===== src/verilog/tps_pkg.sv =====
// package: register map, field layout, mode codes and timing for the serial port
package tps_pkg;
   // register word indices on the plain register port
   localparam logic [1:0] ADDR_RX_WORD  = 2'h0;
   localparam logic [1:0] ADDR_TX_WORD  = 2'h1;
   localparam logic [1:0] ADDR_CONTROL  = 2'h2;
   localparam logic [1:0] ADDR_ALT_SEL  = 2'h3;
   localparam logic [15:0] RESET_WORD   = 16'h0000;
   localparam logic [7:0]  RESET_ALT    = 8'h00;
   // port_control field positions
   localparam int CTL_MODE_HI = 15;
   localparam int CTL_MODE_LO = 13;
   localparam int CTL_SLOT0_HI = 12;
   localparam int CTL_SLOT0_LO = 8;
   localparam int CTL_ACT0    = 6;
   localparam int CTL_ACT1    = 5;
   localparam int CTL_SLOT1_HI = 4;
   localparam int CTL_SLOT1_LO = 0;
   // alt_function_select field positions
   localparam int ALT_PINS_EN = 6;
   localparam int ALT_MASTER  = 5;
   // mode codes
   typedef enum logic [2:0] {
      MODE_OFF0   = 3'h0,
      MODE_OFF1   = 3'h1,
      MODE_S4     = 3'h2,
      MODE_S8     = 3'h3,
      MODE_MS12   = 3'h4,
      MODE_S16    = 3'h5,
      MODE_SPEECH = 3'h6,
      MODE_S32    = 3'h7
   } tps_mode_t;
   localparam int SLOT_BITS = 8;
   // master timing: 8 kHz frame, 12 slots of 8 bits, two clock periods a bit
   localparam int FRAME_HZ      = 8000;
   localparam int MASTER_SLOTS  = 12;
   localparam int MCLK_HZ       = 20000000;
   localparam int MASTER_HALF_PER_FRAME = MASTER_SLOTS * SLOT_BITS * 2 * 2;
   localparam int MASTER_FRAME_CYC = MCLK_HZ / FRAME_HZ;
   // pins seen from the block
   typedef struct packed {
      logic serial_in;
      logic frame_sync;
      logic bit_clock;
   } tps_pins_in_t;
   typedef struct packed {
      logic serial_out_oe;
      logic frame_sync_o;
      logic frame_sync_oe;
      logic bit_clock_o;
      logic bit_clock_oe;
   } tps_pins_out_t;
endpackage


===== src/verilog/tps_serial_port.sv =====
// serial port top: registers, pin synchronisers, slot counter, shifters
//
// What this block does
// codes 000/001 disable port; reset default
// code 010 slave, four slots
// code 011 slave, eight slots
// code 100 twelve slots, master or slave
// code 101 slave, sixteen slots
// code 111 slave, 32 slots, doubled clock
// code 110 speech mode, undoubled clock
// other modes: two clocks per bit
// speech mode: one clock per bit
// reset leaves sync and clock inputs
// master drives sync and clock push-pull
// software pairs master with code 100
// alt select bit6 pins, bit5 master
// frame sync rise starts slot zero
// eight bits per slot, mode count
// data out open drain, own slots
// capture eight or sixteen bit units
// tx word shifted out in slot
// two channels, linear uses two slots; code gives each channel one slot
// high byte channel 1, low channel 0
// control field layout as mapped
// slot value counts from frame sync
// msb first, change/sample opposite edges
//
// Local design decisions: the strobed register port and the address map.
`timescale 1ns/1ps
`default_nettype none
module tps_serial_port import tps_pkg::*; #(
   parameter int ADDR_W = 2
) (
   // clock and reset
   input  wire logic          mclk,
   input  wire logic          nrst,
   // register port
   input  wire logic [ADDR_W-1:0] reg_addr,
   input  wire logic [15:0]   reg_wdata,
   input  wire logic          reg_wr,
   input  wire logic          reg_rd,
   output logic [15:0]        reg_rdata,
   // link pins
   input  wire tps_pins_in_t  pins_in,
   output tps_pins_out_t      pins_out,
   // status for the dsp side
   output logic               rx_word_ready
);
   // four registers need at least two address bits
   if (ADDR_W < 2) begin : g_addr_chk
      $error("ADDR_W must be at least 2");
   end

   // registers
   logic [15:0] rx_word_q, tx_word_q, ctl_q, ctl_d;
   logic [7:0]  alt_q;
   logic [15:0] rdata_d;
   tps_pins_out_t pins_q, pins_d;
   logic        ready_q;

   // decode
   wire sel_rx  = reg_addr == ADDR_W'(ADDR_RX_WORD);
   wire sel_tx  = reg_addr == ADDR_W'(ADDR_TX_WORD);
   wire sel_ctl = reg_addr == ADDR_W'(ADDR_CONTROL);
   wire sel_alt = reg_addr == ADDR_W'(ADDR_ALT_SEL);

   // control fields, laid out as mapped; bit 7 spare
   wire [2:0] mode_raw  = ctl_q[CTL_MODE_HI:CTL_MODE_LO];
   wire [4:0] slot0_pos = ctl_q[CTL_SLOT0_HI:CTL_SLOT0_LO];
   wire [4:0] slot1_pos = ctl_q[CTL_SLOT1_HI:CTL_SLOT1_LO];
   wire       act0      = ctl_q[CTL_ACT0];
   wire       act1      = ctl_q[CTL_ACT1];
   tps_mode_t mode;
   assign mode = tps_mode_t'(mode_raw);

   // alternate function bits
   wire pins_en   = alt_q[ALT_PINS_EN];
   wire master_req = alt_q[ALT_MASTER];
   wire port_on   = pins_en && (mode != MODE_OFF0)
                    && (mode != MODE_OFF1);
   // master only honoured with the twelve-slot code; others stay slave
   wire is_master = port_on && master_req && (mode == MODE_MS12);
   wire speech    = (mode == MODE_SPEECH);

   // slots per frame for the selected code, minus one
   function automatic logic [4:0] last_slot(input tps_mode_t m);
      case (m)
         MODE_S4:     last_slot = 5'h03;
         MODE_S8:     last_slot = 5'h07;
         MODE_MS12:   last_slot = 5'h0B;
         MODE_S16:    last_slot = 5'h0F;
         MODE_SPEECH: last_slot = 5'h1F;
         MODE_S32:    last_slot = 5'h1F;
         default:     last_slot = 5'h00;
      endcase
   endfunction

   // register writes; the rx word is only written by the link side
   always_ff @(posedge mclk or negedge nrst) begin
      if (!nrst) begin
         tx_word_q <= RESET_WORD;
         ctl_q     <= RESET_WORD;
         alt_q     <= RESET_ALT;
      end else begin
         if (reg_wr && sel_tx)  tx_word_q <= reg_wdata;
         ctl_q <= ctl_d;
         if (reg_wr && sel_alt) alt_q <= reg_wdata[7:0];
      end
   end
   assign ctl_d = (reg_wr && sel_ctl) ? reg_wdata : ctl_q;

   // read mux; unmapped addresses read zero
   assign rdata_d = !reg_rd ? 16'h0000 :
                    sel_rx  ? rx_word_q :
                    sel_tx  ? tx_word_q :
                    sel_ctl ? ctl_q :
                    sel_alt ? {8'h00, alt_q} : 16'h0000;
   always_ff @(posedge mclk or negedge nrst) begin
      if (!nrst) reg_rdata <= 16'h0000;
      else       reg_rdata <= rdata_d;
   end

   // master timing generator
   logic gen_clk, gen_fs;
   tps_timing_gen u_gen (
      .mclk         (mclk),
      .nrst         (nrst),
      .run          (is_master),
      .bit_clock_o  (gen_clk),
      .frame_sync_o (gen_fs)
   );

   // two-flop synchronisers on pins; first stage read by second only
   logic [2:0] sync1_q, sync2_q;
   always_ff @(posedge mclk or negedge nrst) begin
      if (!nrst) begin
         sync1_q <= 3'h0;
         sync2_q <= 3'h0;
      end else begin
         sync1_q <= {pins_in.serial_in, pins_in.frame_sync, pins_in.bit_clock};
         sync2_q <= sync1_q;
      end
   end
   wire din_s = sync2_q[2];
   // in master mode count our own generated timing
   wire fs_s  = is_master ? gen_fs  : sync2_q[1];
   wire dck_s = is_master ? gen_clk : sync2_q[0];

   // edge detection
   logic dck_prev_q, fs_prev_q;
   always_ff @(posedge mclk or negedge nrst) begin
      if (!nrst) begin
         dck_prev_q <= 1'b0;
         fs_prev_q  <= 1'b0;
      end else begin
         dck_prev_q <= dck_s;
         fs_prev_q  <= fs_s;
      end
   end
   wire dck_rise = dck_s && !dck_prev_q;
   wire dck_fall = !dck_s && dck_prev_q;
   wire fs_rise  = fs_s && !fs_prev_q;

   // bit timing: doubled clock uses a phase bit, speech one per period
   logic       phase_q;
   logic [2:0] bit_q;
   logic [4:0] slot_q;
   logic       framed_q;
   wire bit_end  = dck_fall && (speech || phase_q);
   wire slot_end = bit_end && (bit_q == 3'(SLOT_BITS - 1));
   wire frame_end = slot_end && (slot_q == last_slot(mode));
   // sample on the rising edge inside the second half of the bit
   wire sample  = dck_rise && (speech || phase_q);

   // frame, slot and bit counters aligned to frame sync
   always_ff @(posedge mclk or negedge nrst) begin
      if (!nrst) begin
         phase_q  <= 1'b0;
         bit_q    <= 3'h0;
         slot_q   <= 5'h00;
         framed_q <= 1'b0;
      end else if (!port_on) begin
         phase_q  <= 1'b0;
         bit_q    <= 3'h0;
         slot_q   <= 5'h00;
         framed_q <= 1'b0;
      end else if (fs_rise) begin
         phase_q  <= 1'b0;
         bit_q    <= 3'h0;
         slot_q   <= 5'h00;
         framed_q <= 1'b1;
      end else begin
         if (dck_fall) phase_q <= speech ? 1'b0 : ~phase_q;
         if (bit_end)  bit_q <= bit_q + 3'h1;
         if (frame_end) begin
            slot_q   <= 5'h00;
            framed_q <= 1'b0;                                 // wait next sync
         end else if (slot_end) begin
            slot_q <= slot_q + 5'h01;
         end
      end
   end

   // channel slot match; each channel takes only the slot at its pos (one
   // byte per channel; when both point at one slot both lanes take that byte)
   wire in_ch0 = framed_q && act0 && (slot_q == slot0_pos);
   wire in_ch1 = framed_q && act1 && (slot_q == slot1_pos);

   // receive shifters per channel, msb first
   logic [7:0] rx0_sh_q, rx1_sh_q;
   always_ff @(posedge mclk or negedge nrst) begin
      if (!nrst) begin
         rx0_sh_q  <= 8'h00;
         rx1_sh_q  <= 8'h00;
         rx_word_q <= RESET_WORD;
         ready_q   <= 1'b0;
      end else begin
         ready_q <= 1'b0;
         if (sample && in_ch0) rx0_sh_q <= {rx0_sh_q[6:0], din_s};
         if (sample && in_ch1) rx1_sh_q <= {rx1_sh_q[6:0], din_s};
         // a full byte lands in its lane at slot end
         if (slot_end && in_ch0) begin
            rx_word_q[7:0] <= rx0_sh_q;
            ready_q <= 1'b1;
         end
         if (slot_end && in_ch1) begin
            rx_word_q[15:8] <= rx1_sh_q;
            ready_q <= 1'b1;
         end
      end
   end
   assign rx_word_ready = ready_q;

   // transmit: pick the bit of the channel owning the slot, msb first
   wire [2:0] tx_idx = 3'(SLOT_BITS - 1) - bit_q;
   wire tx_bit = in_ch0 ? tx_word_q[tx_idx] :
                 tx_word_q[4'(8) + {1'b0, tx_idx}];
   wire tx_own = in_ch0 || in_ch1;

   // pin drive: open drain data pulls low only for a zero in own slots
   always_comb begin
      pins_d = '0;
      pins_d.serial_out_oe = port_on && tx_own && !tx_bit;
      pins_d.frame_sync_o  = gen_fs;
      pins_d.bit_clock_o   = gen_clk;
      pins_d.frame_sync_oe = is_master;
      pins_d.bit_clock_oe  = is_master;
   end
   // one cycle after the fall the counters already name the new bit;
   // loading on the fall itself would show the previous bit a bit late
   logic fall_dly_q;
   always_ff @(posedge mclk or negedge nrst) begin
      if (!nrst) fall_dly_q <= 1'b0;
      else       fall_dly_q <= dck_fall;
   end
   // in own slots data only changes once the data clock has fallen: change on fall; master pins load every cycle
   always_ff @(posedge mclk or negedge nrst) begin
      if (!nrst) pins_q <= '0;
      else if (fall_dly_q || !tx_own || !port_on
               || is_master != pins_q.bit_clock_oe
               || is_master)
         pins_q <= pins_d;
   end
   assign pins_out = pins_q;
endmodule
`default_nettype wire


===== src/verilog/tps_timing_gen.sv =====
// timing generator: master frame sync and bit clock from mclk
`timescale 1ns/1ps
`default_nettype none
module tps_timing_gen import tps_pkg::*; (
   // clock and reset
   input  wire logic mclk,
   input  wire logic nrst,
   // control
   input  wire logic run,
   // generated link signals
   output logic      bit_clock_o,
   output logic      frame_sync_o
);
   localparam int CNT_W = $clog2(MASTER_FRAME_CYC);
   localparam logic [CNT_W-1:0] FRAME_LAST = CNT_W'(MASTER_FRAME_CYC - 1);
   // 2500 cycles per frame do not divide into 384 half periods, so the
   // half period is a fractional accumulator: jitter of one mclk period
   localparam logic [CNT_W+9:0] HALF_STEP = (CNT_W+10)'(MASTER_HALF_PER_FRAME);
   localparam logic [CNT_W+9:0] HALF_WRAP = (CNT_W+10)'(MASTER_FRAME_CYC);

   logic [CNT_W-1:0]  frame_cnt_q;
   logic [CNT_W+9:0]  acc_q;
   logic [CNT_W+9:0]  acc_sum;
   logic              toggle;

   assign acc_sum = acc_q + HALF_STEP;
   assign toggle  = acc_sum >= HALF_WRAP;

   // free-running frame divider while the port is master
   always_ff @(posedge mclk or negedge nrst) begin
      if (!nrst) begin
         frame_cnt_q  <= '0;
         acc_q        <= '0;
         bit_clock_o  <= 1'b0;
         frame_sync_o <= 1'b0;
      end else if (!run) begin
         frame_cnt_q  <= '0;
         acc_q        <= '0;
         bit_clock_o  <= 1'b0;
         frame_sync_o <= 1'b0;
      end else begin
         frame_cnt_q  <= (frame_cnt_q == FRAME_LAST) ? '0 : frame_cnt_q + 1'b1;
         acc_q        <= toggle ? acc_sum - HALF_WRAP : acc_sum;
         bit_clock_o  <= (frame_cnt_q == FRAME_LAST) ? 1'b0 :
                         (toggle ? ~bit_clock_o : bit_clock_o);
         // high for the first bit clock period of each frame
         frame_sync_o <= (frame_cnt_q < CNT_W'(MASTER_FRAME_CYC / 192));
      end
   end
endmodule
`default_nettype wire

===== config.mk =====
export PLATFORM = sky130hd
export DESIGN_NAME = tps_serial_port
export DESIGN_NICKNAME = d
export VERILOG_FILES = /design/src/verilog/tps_pkg.sv /design/src/verilog/tps_serial_port.sv /design/src/verilog/tps_timing_gen.sv
export SDC_FILE = /design/constraint.sdc
export NUM_CORES = 1
export LEC_CHECK = 0
export CAP_MARGIN = 30
export CORE_ASPECT_RATIO = 1.75
export CORE_MARGIN = 3
export CORE_UTILIZATION = 45
export CTS_BUF_LIST = sky130_fd_sc_hd__clkbuf_4 sky130_fd_sc_hd__clkbuf_8 sky130_fd_sc_hd__clkbuf_16
export DETAILED_ROUTE_END_ITERATION = 16
export DONT_BUFFER_PORTS = 1
export GPL_TIMING_DRIVEN = 0
export PLACE_DENSITY_LB_ADDON = 0.08
export SLEW_MARGIN = 20
export SYNTH_ARGS = -nofsm -noshare
export SYNTH_HDL_FRONTEND = slang
export SYNTH_SLANG_ARGS = --single-unit

===== constraint.sdc =====
create_clock -name mclk -period 3.05 [get_ports mclk]
set_input_delay 0.305 -clock mclk [delete_from_list [all_inputs] [get_ports mclk]]
set_output_delay 0.305 -clock mclk [all_outputs]
set_load 0.01 [all_outputs]

======== Word-level counts from Yosys, hierarchy flattened ========
Index checks and enable logic that the tools add are counted.
storage, ports and cells
  bits in registers ....................... 148
  bits of input ports ..................... 25
  output and inout bits ................... 22
  word-level logic and storage cells ...... 136
cells by class
  add/subtract/negate cells ............... 7
  order comparisons ....................... 4
  equality and inequality tests ........... 21
  multiplexer cells ....................... 37
  bitwise gates (word level) .............. 2
  reduce and logical (&&, ||, !) cells .... 39
operator list
  operator                  count
  $mux W16                  4
  $mux W22                  2
  $pmux W5 S5               1
  $logic_and A1 B1 Y1       24
  $mux W12                  2
  $add A22 B9 Y22 const B   1
  $ge A22 B12 Y1 const B    1
  $sub A22 B12 Y22 const B  1
  $mux W5                   4
  $mux W1                   18
  $eq A3 B3 Y1 const B      5
  $eq A5 B5 Y1              3
  $ne A3 B1 Y1 const B      5
  $add A12 B1 Y12 const B   1
  $eq A12 B12 Y1 const B    1
  $lt A12 B4 Y1 const B     1
  $mux W3                   3
  $mux W8                   1
  $eq A3 B2 Y1 const B      2
  $logic_not A1 Y1          6
  $logic_or A1 B1 Y1        6
  $add A5 B1 Y5 const B     1
  $lt A3 B5 Y1 const B      1
  $lt A4 B5 Y1 const B      1
  other kinds (13)          15

======== Logic depth before layout (Yosys ltp) ========
Gate-level depths: netlist (run 1).
  depth in word-level cells ............... 14
  depth in mapped cells ................... 11
  depth with buffers taken out ............ 8

======== By module ========
Synthesis (run 1) repeated with hierarchy kept, for this count alone.
second synthesis, totals
  cell total of the unflattened synthesis .. 633
  area, all modules ....................... 7439.6 um2
modules (own cells, without submodules)
  module           times used  cells each  area each (um2)  sequential area each (um2)
  tps_serial_port  1           357         5011.1           2802.7
  tps_timing_gen   1           276         2428.6           850.8

======== Least setup slack after synthesis (run 1) ========
OpenSTA, ideal clock, no wires.
  path kind ............................... reg-to-reg
  start point ............................. register u_gen.acc_q[7]
  end point ............................... register u_gen.acc_q[19]
  library setup time ...................... 0.079 ns
  arrival ................................. 2.520 ns
  path slack .............................. 0.451 ns
  stages on the path, launching flop included .. 10
  path buffers ............................ 1
  cell sequence ........................... dfrtp_1 buf_2 inv_1 ha_1 nor3b_2 nand2_1 a2111o_1 or2_1 a2111oi_2 mux2i_1
between the ends
  word-level cells in the longest chain between the ends .. 4
RTL lines
  what                                                RTL line                                    source
  from (decl)                                         tps_timing_gen.sv:22                        logic [CNT_W+9:0] acc_q;
  from (signal assigned)                              tps_timing_gen.sv:43                        acc_q <= toggle ? acc_sum - HALF_WRAP : acc_sum;
  $add A22 B9 Y22 (*)                                 tps_timing_gen.sv:26                        assign acc_sum = acc_q + HALF_STEP;
  $sub A22 B12 Y22 or $ge A22 B12 Y1 (tied branches)  tps_timing_gen.sv:43, tps_timing_gen.sv:27
  $mux W22 (*)                                        tps_timing_gen.sv:43
  $mux W22 (*)                                        tps_timing_gen.sv:36                        end else if (!run) begin
Every way passes the cells marked *; elsewhere a longest branch is shown, timed or not.
A chain may end at the register's enable or synchronous reset.

======== Worst setup path after layout (run 1) ========
  start point ............................. register u_gen.acc_q[7]
  end point ............................... register u_gen.acc_q[5]
between the ends
  word-level cells in the longest chain between the ends .. 4
RTL lines
  what             RTL line              source
  $add A22 B9 Y22  tps_timing_gen.sv:26
  $ge A22 B12 Y1   tps_timing_gen.sv:27  assign toggle = acc_sum >= HALF_WRAP;
  $mux W22         tps_timing_gen.sv:43
  $mux W22         tps_timing_gen.sv:36
No other way between the ends.

==> run_results.csv, run 1 <==
group,metric,value,unit
clock_network,clock_latency,0.42,ns
setup_path,r2r_end,"u_gen.acc_q[5]",
floorplanning,core_area,0.0161,mm^2
placed_design,gp_congestion,0.866,
synthesis,yosys_most_used_dff,"dfrtp_1",
routing,drc_errors,0,
synthesis,synth_top_cell_by_area,"dfrtp_1",
timing,fin_ws,0.112,ns
placed_design,portBuffers,0,
clock_network,cts.reportedPaths.clkPinSlew,0.06,ns
synthesis,seq_area_frac_synth,48.7,%
setup_path,crit_family,"compound AO/OA/AOI/OAI gates",
setup_path,critPathLaunch,"u_gen.acc_q[7]",
grt,grt_antenna_before_repair,0,
pwr,leakage,0.00377,uW
setup_path,crit_arrival,3.27,ns
clock_network,clkSinkCount,146,
setup_path,rrSetupSlack,0.11,ns
routing,vias_per_cell,5.65,
synthesis,avgSynthCellArea,11.8,um^2
routing,first_pass_iters,4,
status,status,"finished with violations",
timing,whs,-0.417,ns
timing,timing.fmax,0.340,GHz
final_layout,antenna_cells,0,
pwr,pwr-share-seq,44.6,%
setup_path,crit_end,"u_gen.acc_q[5]",
routing,routed_wirelength,17.8,mm
final_layout,drive_gt1_share,27.2,%
placed_design,dpl_worst_slack,-0.0749,ns
placed_design,post-place-cells,858,
status,violations,"negative hold slack",
routing,drt-wirelength-per-cell,19.8,um
synthesis,synth-seq-cells,146,
pwr,peakVddDrop,0.533,mV
final_layout,nNetsFinal,702,
setup_path,max_stage_delay,0.42,ns
pwr,p_switching,1200,uW
synthesis,ys_async_sr_fraction,100,%
final_layout,final_cell_mix,"dfrtp_1 (146), mux2_2 (74), nand2_1 (36)",
timing,setup_viol,0,
pwr,p_int,3770,uW
setup_path,crit_type,"flop to flop",
clock_network,root_buffer,"clkbuf_16",
timing,min_period_over_period,96.3,%
placed_design,place.detailed.hpwl,12.9,mm
pwr,combPwrFrac,9.1,%
setup_path,start_kind,"flop",
clock_network,numCtsBuffers,17,
grt,grt_pass1_vias,5534,
final_layout,area_growth,14.7,%
pwr,powerDensity,577,mW/mm^2
final_layout,final_common_cell,"dfrtp_1",
floorplanning,num_rows,61,
synthesis,ys_top_cells_by_area,"dfrtp_1 (49%), mux2_2 (11%), mux4_2 (3.9%)",
setup_path,crit_chain,"clkbuf_4 > inv_1 > ha_1 > buf_4 > and4b_1 > o2111a_1 > o22ai_2 > o21ba_2 > a2111oi_2 > mux2i_1",
setup_path,worstReg2RegStart,"u_gen.acc_q[7]",
setup_path,crit_cells,10,
timing,max_slew_margin,39.9,%
setup_path,worstPathRequired,3.38,ns
grt,gr-total-overflow,0,
floorplanning,die_h,177,um
synthesis,synth-edff-count,0,
grt,grt_max_degree,147,
timing,tightest_slew,0.879,ns
routing,num_vias,5093,
floorplanning,start_util,46.6,%
final_layout,post-route-util,53.5,%
clock_network,hold_buffers,4,
floorplanning,ios,47,
clock_network,cts_tree,"built",
pwr,netSwitchingFraction,24.2,%
setup_path,cp-end-kind,"flop",
min_path,hold_path_class,"input port to async pin",
timing,hold_violations,146,
synthesis,yosys_warnings,0,
grt,grt_pass1_wl,29.4,mm
setup_path,reg2regPathDepth,10,
clock_network,htreeDepth,4,
routing,postRouteAntennaNets,0,
grt,grtUsageTotal,20.5,%
floorplanning,dieWidth,104,um
synthesis,yosys.cell_types.count,78,
setup_path,worst-path-buf-inv,3,
timing,skew,0.0141,ns
flow_run,maxCapViolations,0,
setup_path,slowest_stage,"a2111oi_2",
final_layout,final_cells,901,
timing,period_needed,2.94,ns
pwr,clockPowerShare,46.3,%
synthesis,yosysTopAreaCellShare,48.7,%
synthesis,syn-instance-count,638,
setup_path,cp_max_fo,10,
routing,initialDrtViolationCount,250,
floorplanning,die_area,0.0183,mm^2
synthesis,syn_area,0.00751,mm^2
timing,slew_violations,0,
synthesis,syn_nets,672,
clock_network,cts_buffer_depth,2,
## cells by family (layout without fill, tap and decap cells)
family	Yosys count	in the layout	share of synthesized area (%)
DFF	146	146	48.7
AOI/OAI and AO/OA	95	95	9.20
and+or+nand+nor	190	190	14.7
buffers and inverters	50	93	3.13
xor gates and xnor gates	38	38	4.53
adders and majority gates	10	10	1.63
muxes	109	109	18.1
## per-stage QoR
step | total power (uW) | instance area [um^2] | setup TNS (ns)
4_1_cts | 5030 | 8510 | 0
2_1_floorplan | 2560 | 7510 | 0
3_3_place_gp | 2680 | 7780 | -0.0322
6_report | 4970 | 8610 | 0
5_1_grt | 5160 | 8610 | -0.0460
3_5_place_dp | 2700 | 7790 | -0.146
## worst register-to-register path, cell delays in order (launching register included)
cell	delay, ns
dfrtp_1	0.36
clkbuf_4	0.19
inv_1	0.13
ha_1	0.19
buf_4	0.19
and4b_1	0.22
o2111a_1	0.29
o22ai_2	0.38
o21ba_2	0.25
a2111oi_2	0.42
mux2i_1	0.24
## repair_timing
item | CTS | global route
setup buffers | 3 | 4
pin swaps | 2 | 3
endpoints found under the hold margin | 151 | 146
endpoints found under the setup margin | 3 | 21
resized for setup | 1 | 14
## synthesized netlist by cell type, types with 6 or more instances
master / number
or2_2: 9
or3_1: 7
mux2_2: 74
ha_1: 9
buf_2: 10
nand2_1: 36
nor3_1: 10
inv_1: 16
nand4_1: 12
xnor2_1: 14
o21ai_1: 6
a21oi_1: 12
nor4_1: 6
dfrtp_1: 146
nand3_1: 15
clkbuf_1: 15
and3_1: 7
nor2_1: 34
xor2_1: 23
mux4_2: 13
and2_1: 20
o21ai_0: 25
mux2i_1: 21
## how the worst min path moves through the flow
stage                                        to  slack, ns  depth (start not counted)
final                     u_gen.frame_cnt_q[10]      -0.42                          0
after global routing            u_gen.acc_q[15]      -0.44                          0
after CTS                 u_gen.frame_cnt_q[10]      -0.44                          0
after detailed placement   u_gen.frame_cnt_q[7]       0.02                          0
after global placement     u_gen.frame_cnt_q[7]       0.02                          0
after floorplan                        alt_q[0]      0.009                          0
## power groups by stage
stage / sequential (uW) / combinational (uW) / clock (uW)
detailed placement: 2250 / 446 / 0
finish: 2220 / 453 / 2300
CTS: 2220 / 454 / 2360
global route: 2230 / 500 / 2430
floorplan: 2200 / 360 / 0
global placement: 2250 / 432 / 0
## routing by layer
layer,part of all wire [%],vias up,global-route usage [%]
met4,3.3,0,9.21
li1,-,2383,-
met5,0,-,0
met2,56,112,39.0
met3,3.1,42,4.20
met1,38,2556,21.7
## cell type report
type / instances / area (um^2)
Clock buffer: 20 / 460
Inverter: 16 / 60.1
Buffer: 34 / 183
Multi-Input combinational cell: 442 / 3680
Sequential cell: 146 / 3650
Clock inverter: 12 / 194
Fill cell: 1423 / 7490
Tap cell: 220 / 275
Timing Repair Buffer: 11 / 105
## flip-flops by register name, summed over array words and instances (netlist names), 3 cells and up
register           flops
u_gen.acc_q           20
ctl_q                 16
reg_rdata             16
rx_word_q             16
tx_word_q             16
u_gen.frame_cnt_q     12
alt_q                  8
rx0_sh_q               8
rx1_sh_q               8
slot_q                 5
pins_out               4
bit_q                  3
sync1_q                3
sync2_q                3
Power figures use the tool's default switching activity.
==> inputs of run 2 (changes only) <==
CTS_BUF_LIST = default   (was sky130_fd_sc_hd__clkbuf_4 sky130_fd_sc_hd__clkbuf_8 sky130_fd_sc_hd__clkbuf_16)
==> run 2 against run 1 <==
The run still ends with negative hold slack left. Sequential power hardly changed. Clock skew about the same. Clock power barely moved. Total power down 0.18%. Combinational power is essentially flat. Via count shrank 0.26%. Final area about the same. Setup slack worse by 0.0029 ns. Final cell count unchanged. First-iteration DRC count decreased by 4.4%. Routed wire length decreased by 0.21%. Critical path type unchanged.
==> run_results.csv, run 2 (synthesis gave the netlist of run 1 again) <==
group,metric,value,unit
timing,setup_viol,0,
final_layout,final_cell_mix,"dfrtp_1 (146), mux2_2 (74), nand2_1 (36)",
clock_network,cts_tree,"built",
routing,initialDrtViolationCount,239,
setup_path,cp-end-kind,"flop",
setup_path,start_kind,"flop",
timing,max_slew_margin,39.7,%
setup_path,worstPathRequired,3.38,ns
final_layout,largest-register,"u_gen.acc_q",
grt,grt_util_met1,21.6,%
grt,grtUsageTotal,20.5,%
setup_path,worst-path-buf-inv,3,
clock_network,cts.reportedPaths.clkPinSlew,0.06,ns
routing,first_pass_iters,4,
floorplanning,core_area,0.0161,mm^2
flow_run,maxCapViolations,0,
status,status,"finished with violations",
clock_network,hold_buffers,4,
placed_design,place.detailed.hpwl,12.9,mm
timing,skew,0.0145,ns
placed_design,gp_congestion,0.866,
setup_path,crit_arrival,3.27,ns
timing,timing.fmax,0.340,GHz
final_layout,area_growth,14.6,%
grt,grt_max_degree,147,
pwr,peakVddDrop,0.535,mV
setup_path,crit_chain,"clkbuf_4 > inv_1 > ha_1 > buf_4 > and4b_1 > o2111a_1 > o22ai_2 > o21ba_2 > a2111oi_2 > mux2i_1",
timing,period_needed,2.94,ns
final_layout,nNetsFinal,702,
floorplanning,ios,47,
clock_network,htreeDepth,4,
pwr,powerDensity,576,mW/mm^2
floorplanning,dieWidth,104,um
final_layout,antenna_cells,0,
pwr,totalPowerFinal,4960,uW
timing,slew_violations,0,
grt,use_met2,39.0,%
status,violations,"negative hold slack",
routing,drc_errors,0,
timing,min_period_over_period,96.4,%
setup_path,cp_max_fo,10,
floorplanning,num_rows,61,
clock_network,root_buffer,"clkbuf_16",
clock_network,numCtsBuffers,17,
timing,tightest_slew,0.881,ns
timing,hold_violations,146,
grt,grt_pass1_wl,29.4,mm
setup_path,rrSetupSlack,0.11,ns
clock_network,clock_latency,0.42,ns
setup_path,max_stage_delay,0.42,ns
grt,gr-total-overflow,0,
routing,drt-wirelength-per-cell,19.7,um
setup_path,slowest_stage,"a2111oi_2",
floorplanning,die_h,177,um
final_layout,largest_reg_flops,20,
grt,gr-usage-met3,4.20,%
timing,whs,-0.418,ns
setup_path,r2r_end,"u_gen.acc_q[5]",
routing,num_vias,5080,
clock_network,cts_buffer_depth,2,
timing,fin_ws,0.109,ns
setup_path,worstReg2RegStart,"u_gen.acc_q[7]",
setup_path,reg2regPathDepth,10,
final_layout,drive_gt1_share,27.0,%
grt,busiest_layer,"met2",
final_layout,final_common_cell,"dfrtp_1",
floorplanning,die_area,0.0183,mm^2
grt,grt_antenna_before_repair,0,
pwr,leakage,0.00377,uW
routing,postRouteAntennaNets,0,
grt,grt_pass1_vias,5534,
min_path,hold_path_class,"input port to async pin",
routing,routed_wirelength,17.8,mm
placed_design,dpl_worst_slack,-0.0749,ns
placed_design,portBuffers,0,
setup_path,crit_type,"flop to flop",
floorplanning,start_util,46.6,%
setup_path,crit_family,"compound AO/OA/AOI/OAI gates",
clock_network,clkSinkCount,146,
routing,vias_per_cell,5.64,
## run 2: cell type report
cell class / count / area [um^2]
timing repair buffer: 11 / 105
buffer: 34 / 183
clock inverter: 12 / 194
multi-input combinational: 442 / 3680
fill: 1423 / 7500
inverter: 16 / 60.1
sequential: 146 / 3650
tap: 220 / 275
clock buffer: 20 / 457
## run 2: per-layer routing
| metal | vias to the layer above | wire (um) |
|---|---|---|
| li1 | 2381 | - |
| met1 | 2552 | 6670 |
| met2 | 109 | 9920 |
| met3 | 38 | 613 |
| met4 | 0 | 554 |
| met5 | - | 0 |
## run 2: repair_timing
item,in CTS,in global routing
setup buffers,3,4
setup endpoints to repair,3,21
hold endpoints to repair,151,146
pin swaps,2,3
gates cloned,0,0
gates resized for setup,1,14
## run 2: how the worst max path moves through the flow
stage	from	endpoint	slack, ns	cells after the start
final	u_gen.acc_q[7]	u_gen.acc_q[5]	0.11	10
after floorplan	u_gen.acc_q[7]	u_gen.acc_q[19]	0.45	9
after global placement	u_gen.acc_q[7]	u_gen.acc_q[14]	-0.02	10
after CTS	u_gen.acc_q[7]	u_gen.acc_q[5]	0.002	10
after detailed placement	u_gen.acc_q[7]	u_gen.acc_q[16]	-0.07	10
after global routing	u_gen.acc_q[7]	u_gen.acc_q[13]	-0.03	11
## run 2: power breakdown
part / internal (uW) / leakage (uW) / switching, uW
Combinational: 243 / 0.00153 / 209
Sequential: 2080 / 0.00192 / 138
Clock: 1430 / 0.000315 / 855
Total: 3760 / 0.00377 / 1200
## run 2: metrics by stage
| stage | hold WS (ns) | std cells | TNS [ns] | instance area, um^2 | util, % |
|---|---|---|---|---|---|
| 6_report | -0.418 | 901 | 0 | 8610 | 53.5 |
| 5_1_grt | -0.437 | 901 | -0.0460 | 8610 | 53.5 |
| 4_1_cts | -0.439 | 897 | 0 | 8510 | 52.8 |
| 3_5_place_dp | 0.0153 | 858 | -0.146 | 7790 | 48.4 |
| 3_3_place_gp | 0.0151 | 858 | -0.0322 | 7780 | 48.3 |
| 2_1_floorplan | 0.00941 | 638 | 0 | 7510 | - |
==> inputs of run 3 (changes only) <==
--- a/config.mk
+++ b/config.mk
@@ -7,3 +7,2 @@
 export LEC_CHECK = 0
-export CAP_MARGIN = 30
 export CORE_ASPECT_RATIO = 1.75
==> constraint.sdc (replaced) <==
create_clock -name mclk -period 3 [get_ports mclk]
set_input_delay 0.3 -clock mclk [delete_from_list [all_inputs] [get_ports mclk]]
set_output_delay 0.3 -clock mclk [all_outputs]
set_load 0.05 [all_outputs]
==> run 3 against run 2 <==
The run still ends with negative hold slack left. Sequential cell count is the same. Worst hold slack got worse by 0.0033 ns. Setup slack worse by 0.0056 ns. Utilization rose by 0.49 points. Register-to-register slack barely moved. Sequential share of layout area decreased by 0.39 points. Sequential power is 5% higher. Clock power is 2% higher. Critical path type unchanged. Critical endpoint is now u_gen.acc_q[9]. Highest routed layer unchanged.
==> run_results.csv, run 3 (synthesis gave the netlist of run 1 again) <==
group,metric,value,unit
timing,period_needed,2.90,ns
final_layout,area_growth,15.7,%
setup_path,cp_max_fo,10,
grt,grt_antenna_before_repair,0,
setup_path,start_kind,"flop",
routing,drt-wirelength-per-cell,19.9,um
timing,fin_tns_setup,0,ns
timing,skew,0.0162,ns
setup_path,reg2regPathDepth,11,
timing,max_slew_margin,39.1,%
setup_path,crit_end,"u_gen.acc_q[9]",
routing,first_pass_iters,4,
placed_design,portBuffers,0,
clock_network,cts_tree,"built",
floorplanning,start_util,46.6,%
timing,setup_viol,0,
grt,grt_pass1_vias,5529,
clock_network,clkSinkCount,146,
pwr,totalPowerFinal,5120,uW
final_layout,nNetsFinal,705,
placed_design,place_area,0.00779,mm^2
status,status,"finished with violations",
setup_path,rrSetupSlack,0.10,ns
clock_network,cts.reportedPaths.clkPinSlew,0.06,ns
timing,whs,-0.421,ns
min_path,hold_path_class,"input port to async pin",
routing,num_vias,5098,
clock_network,cts_buffer_depth,2,
setup_path,worstPathRequired,3.33,ns
pwr,leakage,0.00378,uW
floorplanning,dieWidth,104,um
grt,gr-total-overflow,0,
grt,grt_pass1_wl,29.5,mm
routing,vias_per_cell,5.64,
final_layout,antenna_cells,0,
floorplanning,ios,47,
setup_path,crit_arrival,3.23,ns
timing,min_period_over_period,96.5,%
routing,postRouteAntennaNets,0,
placed_design,gp_congestion,0.866,
floorplanning,die_area,0.0183,mm^2
flow_run,maxCapViolations,0,
routing,drc_errors,0,
floorplanning,num_rows,61,
setup_path,crit_type,"flop to flop",
clock_network,hold_buffers,4,
routing,routed_wirelength,18.0,mm
final_layout,largest_reg_flops,20,
setup_path,worstReg2RegStart,"u_gen.acc_q[7]",
final_layout,largest-register,"u_gen.acc_q",
floorplanning,core_area,0.0161,mm^2
setup_path,r2r_end,"u_gen.acc_q[9]",
status,violations,"negative hold slack",
pwr,powerDensity,589,mW/mm^2
clock_network,htreeDepth,4,
clock_network,numCtsBuffers,17,
floorplanning,die_h,177,um
final_layout,final_cell_mix,"dfrtp_1 (146), mux2_2 (74), nand2_1 (36)",
timing,hold_violations,146,
routing,initialDrtViolationCount,276,
final_layout,final_common_cell,"dfrtp_1",
placed_design,place.detailed.hpwl,12.9,mm
final_layout,drive_gt1_share,27.6,%
timing,tightest_slew,0.890,ns
clock_network,root_buffer,"clkbuf_16",
setup_path,cp-end-kind,"flop",
final_layout,finalInstanceArea,0.00869,mm^2
clock_network,clock_latency,0.42,ns
setup_path,critPathLaunch,"u_gen.acc_q[7]",
timing,timing.fmax,0.345,GHz
pwr,peakVddDrop,0.543,mV
timing,slew_violations,0,
grt,grt_max_degree,147,
grt,grtUsageTotal,20.6,%
## run 3: changes by cell type in the layout (fill, tap and decap cells not counted), sizes merged
| cell | previous run | this run |
|---|---|---|
| buf | 22 | 27 |
| clkbuf | 39 | 37 |
| clkinvlp | 1 | 2 |
| inv | 20 | 19 |
## run 3: power breakdown
group	switching [uW]	leakage [uW]	internal, uW
Combinational	218	0.00154	252
Clock	868	0.000315	1460
Sequential	208	0.00192	2110
## run 3: timing repair
item / 4_1_cts / 5_1_grt
setup buffers: 4 / 6
pin swaps: 3 / 4
resized for setup: 2 / 23
endpoints found under the setup margin: 14 / 28
hold endpoints to repair: 153 / 146
## run 3: per-stage QoR
| step | instances | util [%] | setup WS, ns |
|---|---|---|---|
| 2_1_floorplan | 638 | - | 0.401 |
| 3_3_place_gp | 858 | 48.3 | -0.0669 |
| 3_5_place_dp | 858 | 48.4 | -0.125 |
| 4_1_cts | 898 | 52.9 | 0.0329 |
| 5_1_grt | 904 | 53.9 | -0.0134 |
| 6_report | 904 | 53.9 | 0.104 |
## run 3: how the worst min path moves through the flow
stage / startpoint / end / slack [ns]
CTS: nrst / u_gen.frame_cnt_q[10] / -0.44
global placement: nrst / u_gen.frame_cnt_q[7] / 0.01
detailed placement: nrst / u_gen.frame_cnt_q[7] / 0.01
global route: nrst / u_gen.acc_q[15] / -0.44
floorplan: nrst / alt_q[0] / 0.004
finish: nrst / u_gen.frame_cnt_q[10] / -0.42
## run 3: critical path, stage by stage (launching register included)
cell,delay (ns)
dfrtp_1,0.35
buf_6,0.15
clkinvlp_4,0.15
ha_1,0.24
buf_4,0.18
nor2b_2,0.19
o211a_1,0.26
o2111a_2,0.32
or3_1,0.43
buf_6,0.18
o21ai_2,0.15
mux2i_1,0.20
## run 3: layer usage
layer / GRT usage [%] / part of all wire (%) / up-vias
met2: 39.1 / 56 / 104
li1: - / - / 2385
met1: 21.7 / 38 / 2578
met3: 4.20 / 3.0 / 31
met5: 0 / 0 / -
met4: 9.48 / 2.8 / 0
## run 3: area by class of cell
cell class | instances | area (um^2)
fill | 1420 | 7420
buffer | 34 | 190
timing repair buffer | 14 | 128
sequential | 146 | 3650
clock buffer | 20 | 457
multi-input combinational | 442 | 3730
tap | 220 | 275
clock inverter | 12 | 194
inverter | 16 | 63.8
